## config.mk

```make
export PLATFORM = sky130hd
export DESIGN_NAME = lgc_top
export DESIGN_NICKNAME = d
export VERILOG_FILES = /design/src/lgc_pkg.sv /design/src/lgc_sync2.sv /design/src/lgc_edge_cnt.sv /design/src/lgc_top.sv
export SDC_FILE = /design/constraint.sdc
export NUM_CORES = 1
export LEC_CHECK = 0
export BUFFER_PORTS_ARGS = -buffer_cell sky130_fd_sc_hd__buf_2
export CAP_MARGIN = 20
export CORE_MARGIN = 2
export CORE_UTILIZATION = 60
export CTS_CLUSTER_DIAMETER = 50
export CTS_CLUSTER_SIZE = 12
export DETAILED_ROUTE_END_ITERATION = 7
export GPL_TIMING_DRIVEN = 1
export PLACE_DENSITY_LB_ADDON = 0.1
export SETUP_SLACK_MARGIN = 0.5
export SYNTH_ARGS = -nofsm -noshare
export SYNTH_HDL_FRONTEND = slang
export SYNTH_SLANG_ARGS = --single-unit
```

## constraint.sdc

```tcl
create_clock -name pclk -period 3.4 [get_ports pclk]
set_clock_uncertainty 0.1 [all_clocks]
set_input_delay 0.17 -clock pclk [delete_from_list [all_inputs] [get_ports pclk]]
set_output_delay 0.17 -clock pclk [all_outputs]
set_load 0.03 [all_outputs]
```

## src/lgc_pkg.sv

```systemverilog
// Behaviour
// - impedance pin low: all receivers high-z
// - impedance pin low: ignore channel termination bits
// - impedance pin high: per-channel termination applies
// - output enable high: drivers follow their driver register bits
// - internal processing unaffected by output enable
// - enable pin open: global pin sets mode
// - enable pin low: per-channel bit sets mode
// - global pin low E1, open T1/J1
// - enable pin low: global mode pin ignored
// - common-mode outputs only while enable high
package lgc_pkg;

  localparam int          LGC_NCH          = 16;
  localparam int          LGC_TERM_W       = 3;
  // apb register offsets (byte addresses)
  localparam logic [11:0] LGC_OFF_STATUS   = 12'h000;
  localparam logic [11:0] LGC_OFF_MODE     = 12'h004;
  localparam logic [11:0] LGC_OFF_DRV      = 12'h008;
  localparam logic [11:0] LGC_OFF_REFCNT   = 12'h00C;
  localparam logic [11:0] LGC_OFF_CH_BASE  = 12'h040;
  // channel config field positions
  localparam int          LGC_CH_STD_BIT   = 0;
  localparam int          LGC_CH_TERM_LSB  = 0;
  localparam int          LGC_CH_R120_BIT  = 4;
  // status field positions
  localparam int          LGC_ST_RXIMP     = 0;
  localparam int          LGC_ST_OE        = 1;
  localparam int          LGC_ST_STDEN     = 2;
  localparam int          LGC_ST_STD       = 3;
  localparam int          LGC_ST_CMEN      = 4;
  // reset values
  localparam logic [7:0]  LGC_CH_RST       = 8'h00;
  localparam logic [15:0] LGC_MODE_RST     = 16'h0000;
  localparam logic [15:0] LGC_DRV_RST      = 16'hFFFF;
  // line standard encoding: 1 = t1/j1, 0 = e1
  localparam logic        LGC_STD_T1       = 1'b1;
  localparam logic        LGC_STD_E1       = 1'b0;

endpackage : lgc_pkg

```

## src/lgc_sync2.sv

```systemverilog
`timescale 1ns/10ps
// two-flop synchroniser for one pin level
module lgc_sync2
  import lgc_pkg::*;
#(
  parameter logic RST_VAL = 1'b0
) (
  input  wire logic pclk,
  input  wire logic presetn,
  input  wire logic async_in,
  output logic      sync_out
);

  logic meta_q;  // first stage, read only by second stage
  logic sync_q;  // second stage

  // registers only
  always_ff @(posedge pclk or negedge presetn) begin
    if (!presetn) begin
      meta_q <= RST_VAL;
      sync_q <= RST_VAL;
    end else begin
      meta_q <= async_in;
      sync_q <= meta_q;
    end
  end

  assign sync_out = sync_q;

endmodule // lgc_sync2

```

## src/lgc_edge_cnt.sv

```systemverilog
`timescale 1ns/10ps
// counts rising edges of a synchronised reference clock level
module lgc_edge_cnt
  import lgc_pkg::*;
(
  input  wire logic        pclk,
  input  wire logic        presetn,
  input  wire logic        level_in,
  input  wire logic        clr,
  output logic [15:0]      count
);

  logic        prev_q;   // last level seen
  logic        prev_d;
  logic [15:0] cnt_q;    // edge count, wraps
  logic [15:0] cnt_d;

  // next-state: rising edge bumps the count, clear wins over an edge in the same cycle
  always_comb begin
    prev_d = level_in;
    cnt_d  = cnt_q;
    if (clr) begin
      cnt_d = 16'h0000;
    end else if (level_in && !prev_q) begin
      cnt_d = cnt_q + 16'h0001;
    end
  end

  // registers only
  always_ff @(posedge pclk or negedge presetn) begin
    if (!presetn) begin
      prev_q <= 1'b0;
      cnt_q  <= 16'h0000;
    end else begin
      prev_q <= prev_d;
      cnt_q  <= cnt_d;
    end
  end

  assign count = cnt_q;

endmodule // lgc_edge_cnt

```

## src/lgc_top.sv

```systemverilog
`timescale 1ns/10ps
// global pin control of a 16-channel line interface, apb slave
module lgc_top
  import lgc_pkg::*;
(
  input  wire logic                  pclk,
  input  wire logic                  presetn,
  // apb slave
  input  wire logic                  psel,
  input  wire logic                  penable,
  input  wire logic                  pwrite,
  input  wire logic [11:0]           paddr,
  input  wire logic [31:0]           pwdata,
  output logic [31:0]                prdata,
  output logic                       pready,
  output logic                       pslverr,
  // global pins (already resolved: open pins arrive high)
  input  wire logic                  rx_impedance_global_sel,
  input  wire logic                  glob_out_enable,
  input  wire logic                  hw_line_std_sel_enable,
  input  wire logic                  hw_line_std_sel,
  input  wire logic                  common_mode_out_enable,
  input  wire logic                  ext_ref_clock_a,
  input  wire logic                  ext_ref_clock_b,
  // per-channel results
  output logic [LGC_NCH-1:0]         rx_term_enable,
  output logic [LGC_NCH*LGC_TERM_W-1:0] rx_term_sel,
  output logic [LGC_NCH-1:0]         rx_term_120ohm,
  output logic [LGC_NCH-1:0]         tx_driver_enable,
  output logic [LGC_NCH-1:0]         chan_is_t1,
  output logic [1:0]                 common_mode_voltage_out
);

  ////////////////////////////////////////////////////////////////////////////
  // pin synchronisers
  logic rximp_s;   // receive impedance pin
  logic oe_s;      // global output enable
  logic stden_s;   // hw line standard enable
  logic std_s;     // hw line standard
  logic cmen_s;    // common-mode enable
  logic refa_s;    // reference clock a level
  logic refb_s;    // reference clock b level

  // every pin crosses two flops before any logic reads it; reset levels
  // follow the idle or pulled level of each pin
  // receive impedance pin, low until the first samples arrive
  lgc_sync2 #(.RST_VAL(1'b0)) u_s_rximp (
    .pclk     (pclk),
    .presetn  (presetn),
    .async_in (rx_impedance_global_sel),
    .sync_out (rximp_s)
  );
  // global output enable: drivers stay off until it is seen high
  lgc_sync2 #(.RST_VAL(1'b0)) u_s_oe (
    .pclk     (pclk),
    .presetn  (presetn),
    .async_in (glob_out_enable),
    .sync_out (oe_s)
  );
  // line standard enable, reset high like an open pulled-up pin
  lgc_sync2 #(.RST_VAL(1'b1)) u_s_stden (
    .pclk     (pclk),
    .presetn  (presetn),
    .async_in (hw_line_std_sel_enable),
    .sync_out (stden_s)
  );
  // line standard pin, reset high: t1/j1 as an open pin selects
  lgc_sync2 #(.RST_VAL(1'b1)) u_s_std (
    .pclk     (pclk),
    .presetn  (presetn),
    .async_in (hw_line_std_sel),
    .sync_out (std_s)
  );
  // common-mode enable, reset low like its pull-down
  lgc_sync2 #(.RST_VAL(1'b0)) u_s_cmen (
    .pclk     (pclk),
    .presetn  (presetn),
    .async_in (common_mode_out_enable),
    .sync_out (cmen_s)
  );
  // reference clock a level, fed to its edge counter
  lgc_sync2 #(.RST_VAL(1'b0)) u_s_refa (
    .pclk     (pclk),
    .presetn  (presetn),
    .async_in (ext_ref_clock_a),
    .sync_out (refa_s)
  );
  // reference clock b level, fed to its edge counter
  lgc_sync2 #(.RST_VAL(1'b0)) u_s_refb (
    .pclk     (pclk),
    .presetn  (presetn),
    .async_in (ext_ref_clock_b),
    .sync_out (refb_s)
  );

  ////////////////////////////////////////////////////////////////////////////
  // reference clock activity counters
  logic [15:0] cnt_a;   // edges seen on reference a
  logic [15:0] cnt_b;   // edges seen on reference b
  logic        cnt_clr; // write to counter register clears both

  // inputs carry 1.544 or 2.048 mhz, unused tied low
  // a count that stays still shows a missing or tied-off reference
  lgc_edge_cnt u_cnt_a (
    .pclk     (pclk),
    .presetn  (presetn),
    .level_in (refa_s),
    .clr      (cnt_clr),
    .count    (cnt_a)
  );
  // second reference counter, cleared together with the first
  lgc_edge_cnt u_cnt_b (
    .pclk     (pclk),
    .presetn  (presetn),
    .level_in (refb_s),
    .clr      (cnt_clr),
    .count    (cnt_b)
  );

  ////////////////////////////////////////////////////////////////////////////
  // register file
  logic [7:0]  ch_cfg_q [LGC_NCH];  // per-channel config word
  logic [7:0]  ch_cfg_d [LGC_NCH];
  logic [15:0] mode_q;              // per-channel line standard bits
  logic [15:0] mode_d;
  logic [15:0] drv_q;               // per-channel driver enables
  logic [15:0] drv_d;
  logic [31:0] prdata_q;            // read data
  logic [31:0] prdata_d;
  logic        pslverr_q;           // error answer
  logic        pslverr_d;

  // bus decode helpers
  logic        wr_en;               // access phase write
  logic        rd_en;               // access phase read
  logic        ch_hit;              // address in channel window
  logic [3:0]  ch_idx;              // channel index from address
  logic [4:0]  status;              // synchronised pin levels

  // strobes of the access phase, one per direction
  assign wr_en  = psel && penable && pwrite;
  assign rd_en  = psel && penable && !pwrite;
  // channel window: sixteen aligned words from the channel base
  assign ch_hit = (paddr >= LGC_OFF_CH_BASE) &&
                  (paddr <  LGC_OFF_CH_BASE + 12'h040) &&
                  (paddr[1:0] == 2'b00);
  assign ch_idx = paddr[5:2];
  assign cnt_clr = wr_en && (paddr == LGC_OFF_REFCNT);

  // pin levels as software reads them in the status word
  always_comb begin
    status               = 5'h00;
    status[LGC_ST_RXIMP] = rximp_s;
    status[LGC_ST_OE]    = oe_s;
    status[LGC_ST_STDEN] = stden_s;
    status[LGC_ST_STD]   = std_s;
    status[LGC_ST_CMEN]  = cmen_s;
  end

  // next-state: writes and read data; zero-wait answer
  // the setup cycle prepares prdata and pslverr so both leave flops
  always_comb begin
    for (int i = 0; i < LGC_NCH; i++) begin
      ch_cfg_d[i] = ch_cfg_q[i];
    end
    mode_d    = mode_q;
    drv_d     = drv_q;
    prdata_d  = prdata_q;
    pslverr_d = 1'b0;
    if (psel && !penable) begin
      // setup cycle: prepare answer for the access phase
      prdata_d  = 32'h0000_0000;
      if (pwrite) begin
        pslverr_d = 1'b0;
        if (!(paddr == LGC_OFF_MODE || paddr == LGC_OFF_DRV ||
              paddr == LGC_OFF_REFCNT || ch_hit)) begin
          pslverr_d = 1'b1;  // unmapped or read-only
        end
      end else if (paddr == LGC_OFF_STATUS) begin
        prdata_d = {27'h0, status};
      end else if (paddr == LGC_OFF_MODE) begin
        prdata_d = {16'h0, mode_q};
      end else if (paddr == LGC_OFF_DRV) begin
        prdata_d = {16'h0, drv_q};
      end else if (paddr == LGC_OFF_REFCNT) begin
        prdata_d = {cnt_b, cnt_a};
      end else if (ch_hit) begin
        prdata_d = {24'h0, ch_cfg_q[ch_idx]};
      end else begin
        pslverr_d = 1'b1;   // unmapped read
      end
    end else if (wr_en || rd_en) begin
      // access phase: the error answer set up one cycle earlier holds
      pslverr_d = pslverr_q;
    end
    // writes land at the access edge; read-only and unmapped addresses
    // leave every register untouched
    if (wr_en) begin
      if (paddr == LGC_OFF_MODE) begin
        mode_d = pwdata[15:0];
      end else if (paddr == LGC_OFF_DRV) begin
        drv_d = pwdata[15:0];
      end else if (ch_hit) begin
        ch_cfg_d[ch_idx] = pwdata[7:0];
      end
    end
  end

  // registers only
  always_ff @(posedge pclk or negedge presetn) begin
    if (!presetn) begin
      for (int i = 0; i < LGC_NCH; i++) begin
        ch_cfg_q[i] <= LGC_CH_RST;
      end
      mode_q    <= LGC_MODE_RST;
      drv_q     <= LGC_DRV_RST;
      prdata_q  <= 32'h0000_0000;
      pslverr_q <= 1'b0;
    end else begin
      for (int i = 0; i < LGC_NCH; i++) begin
        ch_cfg_q[i] <= ch_cfg_d[i];
      end
      mode_q    <= mode_d;
      drv_q     <= drv_d;
      prdata_q  <= prdata_d;
      pslverr_q <= pslverr_d;
    end
  end

  logic rdy_q;  // constant-high ready from a flip-flop

  // answer flops drive the bus outputs directly
  assign prdata  = prdata_q;
  assign pslverr = pslverr_q;
  assign pready  = rdy_q;

  // ready rises at the first edge after reset and stays high, so an
  // access phase always lasts one cycle
  always_ff @(posedge pclk or negedge presetn) begin
    if (!presetn) begin
      rdy_q <= 1'b0;
    end else begin
      rdy_q <= 1'b1;
    end
  end

  ////////////////////////////////////////////////////////////////////////////
  // global pin resolution into per-channel outputs
  logic [LGC_NCH-1:0]            term_en_d;
  logic [LGC_NCH*LGC_TERM_W-1:0] term_sel_d;
  logic [LGC_NCH-1:0]            r120_d;
  logic [LGC_NCH-1:0]            txen_d;
  logic [LGC_NCH-1:0]            t1_d;
  logic [1:0]                    cm_d;

  // next values of the per-channel outputs; one more flop after this
  // keeps decode glitches off the outputs
  always_comb begin
    for (int i = 0; i < LGC_NCH; i++) begin
      if (!rximp_s) begin
        // all receivers high-z, channel bits ignored
        term_en_d[i] = 1'b0;
        term_sel_d[i*LGC_TERM_W +: LGC_TERM_W] = 3'h0;
        r120_d[i] = 1'b0;
      end else begin
        term_en_d[i] = 1'b1;
        term_sel_d[i*LGC_TERM_W +: LGC_TERM_W] =
          ch_cfg_q[i][LGC_CH_TERM_LSB +: LGC_TERM_W];
        r120_d[i] = ch_cfg_q[i][LGC_CH_R120_BIT];
      end
      // pin gates only the drivers; register state untouched
      txen_d[i] = oe_s && drv_q[i];
      if (stden_s) begin
        // open (high) enable: global pin, low = e1, open = t1
        t1_d[i] = std_s ? LGC_STD_T1 : LGC_STD_E1;
      end else begin
        // per-channel bit; global pin disregarded
        t1_d[i] = mode_q[i];
      end
    end
    cm_d = {2{cmen_s}};
  end

  // registers only
  // reset levels: receivers high-z, drivers off, t1/j1 as the
  // pulled-up straps would select
  always_ff @(posedge pclk or negedge presetn) begin
    if (!presetn) begin
      rx_term_enable          <= '0;
      rx_term_sel             <= '0;
      rx_term_120ohm          <= '0;
      tx_driver_enable        <= '0;
      chan_is_t1              <= '1;
      common_mode_voltage_out <= 2'h0;
    end else begin
      rx_term_enable          <= term_en_d;
      rx_term_sel             <= term_sel_d;
      rx_term_120ohm          <= r120_d;
      tx_driver_enable        <= txen_d;
      chan_is_t1              <= t1_d;
      common_mode_voltage_out <= cm_d;
    end
  end

endmodule // lgc_top

```

* After elaboration in Yosys (flattened, before gate mapping)
Cells that the tools add are included.
Operators by class: $add $sub $neg 2, $mul 0, div/mod/pow operators 0, magnitude comparators 4, equal/unequal tests 4, shift operators 0, multiplexer cells 75, bitwise gates (word level) 3, reduce and logical (&&, ||, !) cells 41
Operators by type and width (count):
- $mux 32 | 5
- $bwmux 128 | 1
- $mux 16 | 4
- $mux 3 | 16
- $mux 1 | 43
- $add 16x1->16 const B | 2
- $bmux 8 s4 | 1
- $demux 8 s4 | 1
- $mux 8 | 4
- $logic_and 1x1->1 | 26
- $eq 12x4->1 const B | 2
- $eq 12x3->1 const B | 1
- $ge 12x7->1 const B | 1
- $logic_not 12->1 | 1
- $lt 12x8->1 const B | 1
- $ge 5x5->1 const B | 1
- $lt 5x1->1 const B | 1
- $not 4->5 | 1
- $logic_not 1->1 | 4
- $logic_or 1x1->1 | 4
- $reduce_and 4->1 | 1
- $reduce_bool 2->1 | 2
- $reduce_and 3->1 | 1
- $logic_not 2->1 | 1
- other kinds (3) | 4
Word-level totals: bits in registers 340, bits in latches 0, bits in writable memories 0, bits in read-only memories 0, bits of input ports 56, output and inout port bits 148, logic and storage cells 174, memories kept 0

* Longest topological paths before layout
depth in word-level cells 10, depth in mapped cells 8, depth with buffers taken out 5

* Modules after synthesis
A second synthesis with hierarchy kept.
Unflattened totals: cells, all modules 1020, area, all modules 14315.0 um2
By module, submodules not included:
- lgc_top | instances 1, cells an instance 840, area an instance 12298.0 um2, seq. area each 7347.0 um2
- lgc_edge_cnt | instances 2, cells an instance 83, area an instance 830.8 um2, seq. area each 425.4 um2
- lgc_sync2 at u_s_cmen ... | instances 5, cells an instance 2, area an instance 50.0 um2, seq. area each 50.0 um2
- lgc_sync2 at u_s_std ... | instances 2, cells an instance 2, area an instance 52.6 um2, seq. area each 52.6 um2

* Worst setup path before layout
Ideal clock, no wire load.
path kind reg2reg, start point reg u_cnt_a.cnt_q[3] (netlist: u_cnt_a.count[3]), end point reg u_cnt_a.cnt_q[15] (netlist: u_cnt_a.count[15]), arrival time 1.958 ns, required time 3.223 ns, path slack 1.264 ns, stages on the path, launching flop included 6, buffers on the path 1, period minus slack after synthesis 2.136 ns, cell sequence dfrtp_1 nand2_1 or4_2 buf_2 or4_2 a21oi_1
On the way: word-level cells in the longest chain between the ends 3
Ends and longest elaborated chain:
- from (decl) | RTL line lgc_edge_cnt.sv:15 | logic [15:0] cnt_q;
- from (signal assigned) | RTL line lgc_edge_cnt.sv:36 | cnt_q <= cnt_d;
- $add 16x1->16 | RTL line lgc_edge_cnt.sv:25 | cnt_d = cnt_q + 16'h0001;
- $mux 16 | RTL line lgc_edge_cnt.sv:24 | end else if (level_in && !prev_q) begin
- $mux 16 | RTL line lgc_edge_cnt.sv:22 | if (clr) begin
Every way passes these cells. The select of a mux whose other input is x is not followed. A chain may end at the register's enable or synchronous reset.

* Final worst setup path
start point in psel, end point reg ch_cfg_q[49] (netlist name)
On the way: word-level cells in the longest chain between the ends 3
Ends and longest elaborated chain:
- from (decl) | RTL line lgc_top.sv:9 | input wire logic psel,
- $logic_and 1x1->1 (2 in a row) | RTL line lgc_top.sv:141 | assign wr_en = psel && penable && pwrite;
- $reduce_and 4->1 (no source line)
- to (signal, indexed assignment) | RTL line lgc_top.sv:221 | ch_cfg_q[i] <= ch_cfg_d[i];
- to (decl) | RTL line lgc_top.sv:122 | logic [7:0] ch_cfg_q [LGC_NCH];
Every way passes these cells.

==> results.yml <==
outcome:
  status: "finished clean"
sta:
  final-max-slew-violation-count: 0
  hold_viol: 0
  setup_viol: 0
  timing.fmax_mhz: 430.8
  fin_setup_tns_ns: 0
  worst_pin_slew_ns: 0.9636
  fin_crit_ns: 2.321
  slew_headroom_pct: 35.52
  fin_crit_sh_pct: 68.28
  rsz0062_at_grt: "no"
clocking:
  cts_tree: "done"
  cts_setup_buffers: 0
  cts-root-buf: "clkbuf_16"
  htree_levels: 2
  post_cts_resized: 0
  worst_skew_pair.late_latency_ns: 0.50
  numCtsBuffers: 36
  clock-sinks: 340
  clk_pin_slew_worst_paths_ns: 0.06
  cts_buffer_depth: 3
synth:
  netlist_instances: 1015
  avgSynthCellArea_sq_um: 13.93
  yosysWarnings: 0
  ys_top_cells_by_area: "dfrtp_1, mux2_2, dfstp_2, mux4_2, and2_1"
  yosys.area.top_type: "dfrtp_1"
  synth_ff_type: "dfrtp_1"
  synth_most_common_cell: "dfrtp_1"
  yosysTopAreaCellShare_pct: 53.81
  synth_nets: 1073
  syn-cell-area_sq_um: 14140
  ys_ff_latch: 340
  synth_cell_types: 54
  synthArstFlopShare_pct: 100.0
  synth-edff-count: 0
  seq_area_frac_synth_pct: 60.50
  synthTopCellsByCount: "dfrtp_1, mux2_2, and2_1, nor2_1, dfstp_2"
pwr:
  p_int_mw: 6.721
  design_power_total_mw: 8.806
  clkPwrFrac_pct: 42.6
  swShare_pct: 23.67
  p_comb_share_pct: 7.6
  p_leak_nw: 8.267
  power_density_nw_per_um2: 525.7
  switchingPower_mw: 2.085
  share_seq_of_total_power_pct: 49.7
  vdd_drop_max_uv: 425.2
critical_path:
  worstPathArrival_ns: 2.60
  r2r_start: "u_cnt_a.count[3]$_DFFE_PN0P_"
  crit_path_start: "psel"
  startpoint_type: "primary input"
  ff2ff_setup_slack_ns: 1.13
  reg2reg_depth: 4
  timing.rr.end: "u_cnt_a.count[15]$_DFFE_PN0P_"
  critPathCaptureType: "register"
  path_class: "in2reg"
  cp.required_ns: 3.68
  worstPathMaxFanout: 8
min_path:
  hold_path_end: "drv_q[7]$_DFFE_PN1P_"
  holdPathStages: 2
  hold_class: "in2reg"
  hp-start: "pwdata[7]"
placement:
  placed_cell_area_sq_um: 15450
  port_buffers: 187
  place.gp.congestion: 0.8610
  dp_hpwl_mm: 21.13
cells_and_area:
  final_cell_area_sq_um: 16750
  layout.nets: 1282
  drive_above_1_share_pct: 42.29
  regArea_sq_um: 8553
  synthToLayoutAreaGrowth_pct: 18.48
  finish.utilization_pct: 71.79
  fill_cells: 1650
  multi_input_area_sq_um: 5181
detailed_routing:
  via_per_inst: 5.706
  dr.pass1.iters: 5
  first_iter_violations: 487
  vias: 8912
  wire_per_inst_microns: 20.52
  post-route-drc-count: 0
  drt_wl_total_mm: 32.06
  ant_nets: 0
die:
  fp.dieArea_sq_um: 24810
  ioPinCount: 204
  die_h_microns: 157.5
  start_util_pct: 60.60
  core_sq_um: 23330
  rows: 56
  die_w_microns: 157.5
global_routing:
  first_global_vias: 9091
  grtUsageTotal_pct: 26.74
  grt_pass1_wl_mm: 50.63
  grt_max_degree: 114
  gr-total-overflow: 0
  antenna_found_initial: 4
job:
  drv_cap: 0
-- how the worst max path moves through the flow --
stage                                                to  slack, ns
after detailed placement      ch_cfg_q[118]$_DFFE_PN0P_       0.63
after floorplan           u_cnt_a.count[15]$_DFFE_PN0P_       1.26
after CTS                      ch_cfg_q[51]$_DFFE_PN0P_       1.08
final                          ch_cfg_q[49]$_DFFE_PN0P_       1.08
after global routing                pslverr$_DFFE_PN0P_       0.99
after global placement        ch_cfg_q[118]$_DFFE_PN0P_       0.70
-- layout make-up --
type / instances / share of cell area (%)
diodes: 4 / 0.05975
clock buffers: 48 / 6.013
clock inverters: 5 / 0.6125
inverters: 21 / 0.4706
multi-input cells: 586 / 30.93
flip-flops and latches: 340 / 51.06
well taps: 319 / 2.383
repair buffers: 239 / 8.470
-- worst max-delay path: stages --
cell           delay, ns
dlygate4sd3_1       0.51
buf_2               0.17
and3_1              0.26
nand4_2             0.30
nor3_2              0.77
mux2_2              0.42
-- state kept, by name, summed over array words and instances (netlist names), 16 cells and up --
signal and flops:
drv_q 16, tx_driver_enable 16, mode_q 16, prdata 32, chan_is_t1 16, ch_cfg_q 128, u_cnt_a.count 16, u_cnt_b.count 16
rx_term_sel 48, rx_term_120ohm 16
-- kinds of logic (layout without fill, tap and decap cells) --
kind of cell,Yosys count,count (layout),share of synthesized area [%]
compound gates,111,111,5.106
xor+xnor,20,20,1.239
fa+ha+maj,2,2,0.1770
buf+inv,89,313,2.920
flops,340,340,60.50
mux,210,210,19.14
other cells,1,5,0.02652
simple gates,242,242,10.89
-- layer usage --
metal,up-vias,GRT usage (%),routed length [microns]
li1,4025,-,-
met1,4575,37.80,13640
met2,257,42.73,15650
met3,55,4.460,1857
met4,0,8.961,907
met5,-,0,0
-- power groups by stage --
stage          sequential (mW)  clock, mW  combinational [mW]
6_report                  4.38       3.75               0.673
5_1_grt                   4.41       3.97               0.758
3_5_place_dp              4.45          0               0.653
3_3_place_gp              4.44          0               0.640
4_1_cts                   4.38       3.81               0.679
2_1_floorplan             4.42          0               0.402
-- metrics by stage --
step	hold WS [ns]	worst slack (ns)	std cells
global route	0.1067	0.9937	1561
global placement	0.1782	0.6951	1487
CTS	0.07324	1.075	1558
detailed placement	0.1803	0.6268	1487
floorplan	-0.2256	1.264	1015
finish	0.09780	1.079	1562
-- cells in the final DEF (no fill, tap or decap), types with 3 or more instances in the layout --
cell type	Yosys	layout
and2_1	83	83
and4_1	4	4
nand3b_1	5	5
buf_12	0	3
mux4_2	32	32
a22oi_1	19	19
xor2_1	8	8
nand2b_1	6	6
a211o_1	4	4
dfstp_2	36	36
o22ai_1	4	4
bufinv_16	0	3
a21oi_1	26	26
nand3_1	13	13
o21ai_0	31	31
a32oi_1	4	4
dfrtp_1	304	304
nand4_1	10	10
o31ai_1	3	3
nor4_4	8	8
inv_1	21	21
nand2_1	24	24
mux2i_1	15	15
clkbuf_1	34	7
or3_1	4	4
dlygate4sd3_1	0	18
nor2b_1	6	6
a22o_1	16	16
nor3_1	7	7
or3_2	4	4
clkbuf_8	0	4
nor2_1	41	41
buf_2	12	186
diode_2	0	4
mux2_2	163	163
clkbuf_16	0	37
xnor2_1	12	12
buf_4	17	31
nand4b_1	3	3
nor3_2	6	6
-- repair_timing --
item	CTS	global route
hold buffers	18	0
setup endpoints to repair	0	0
endpoints found under the hold margin	126	0
Note: power is estimated with default switching activity, not from simulation.
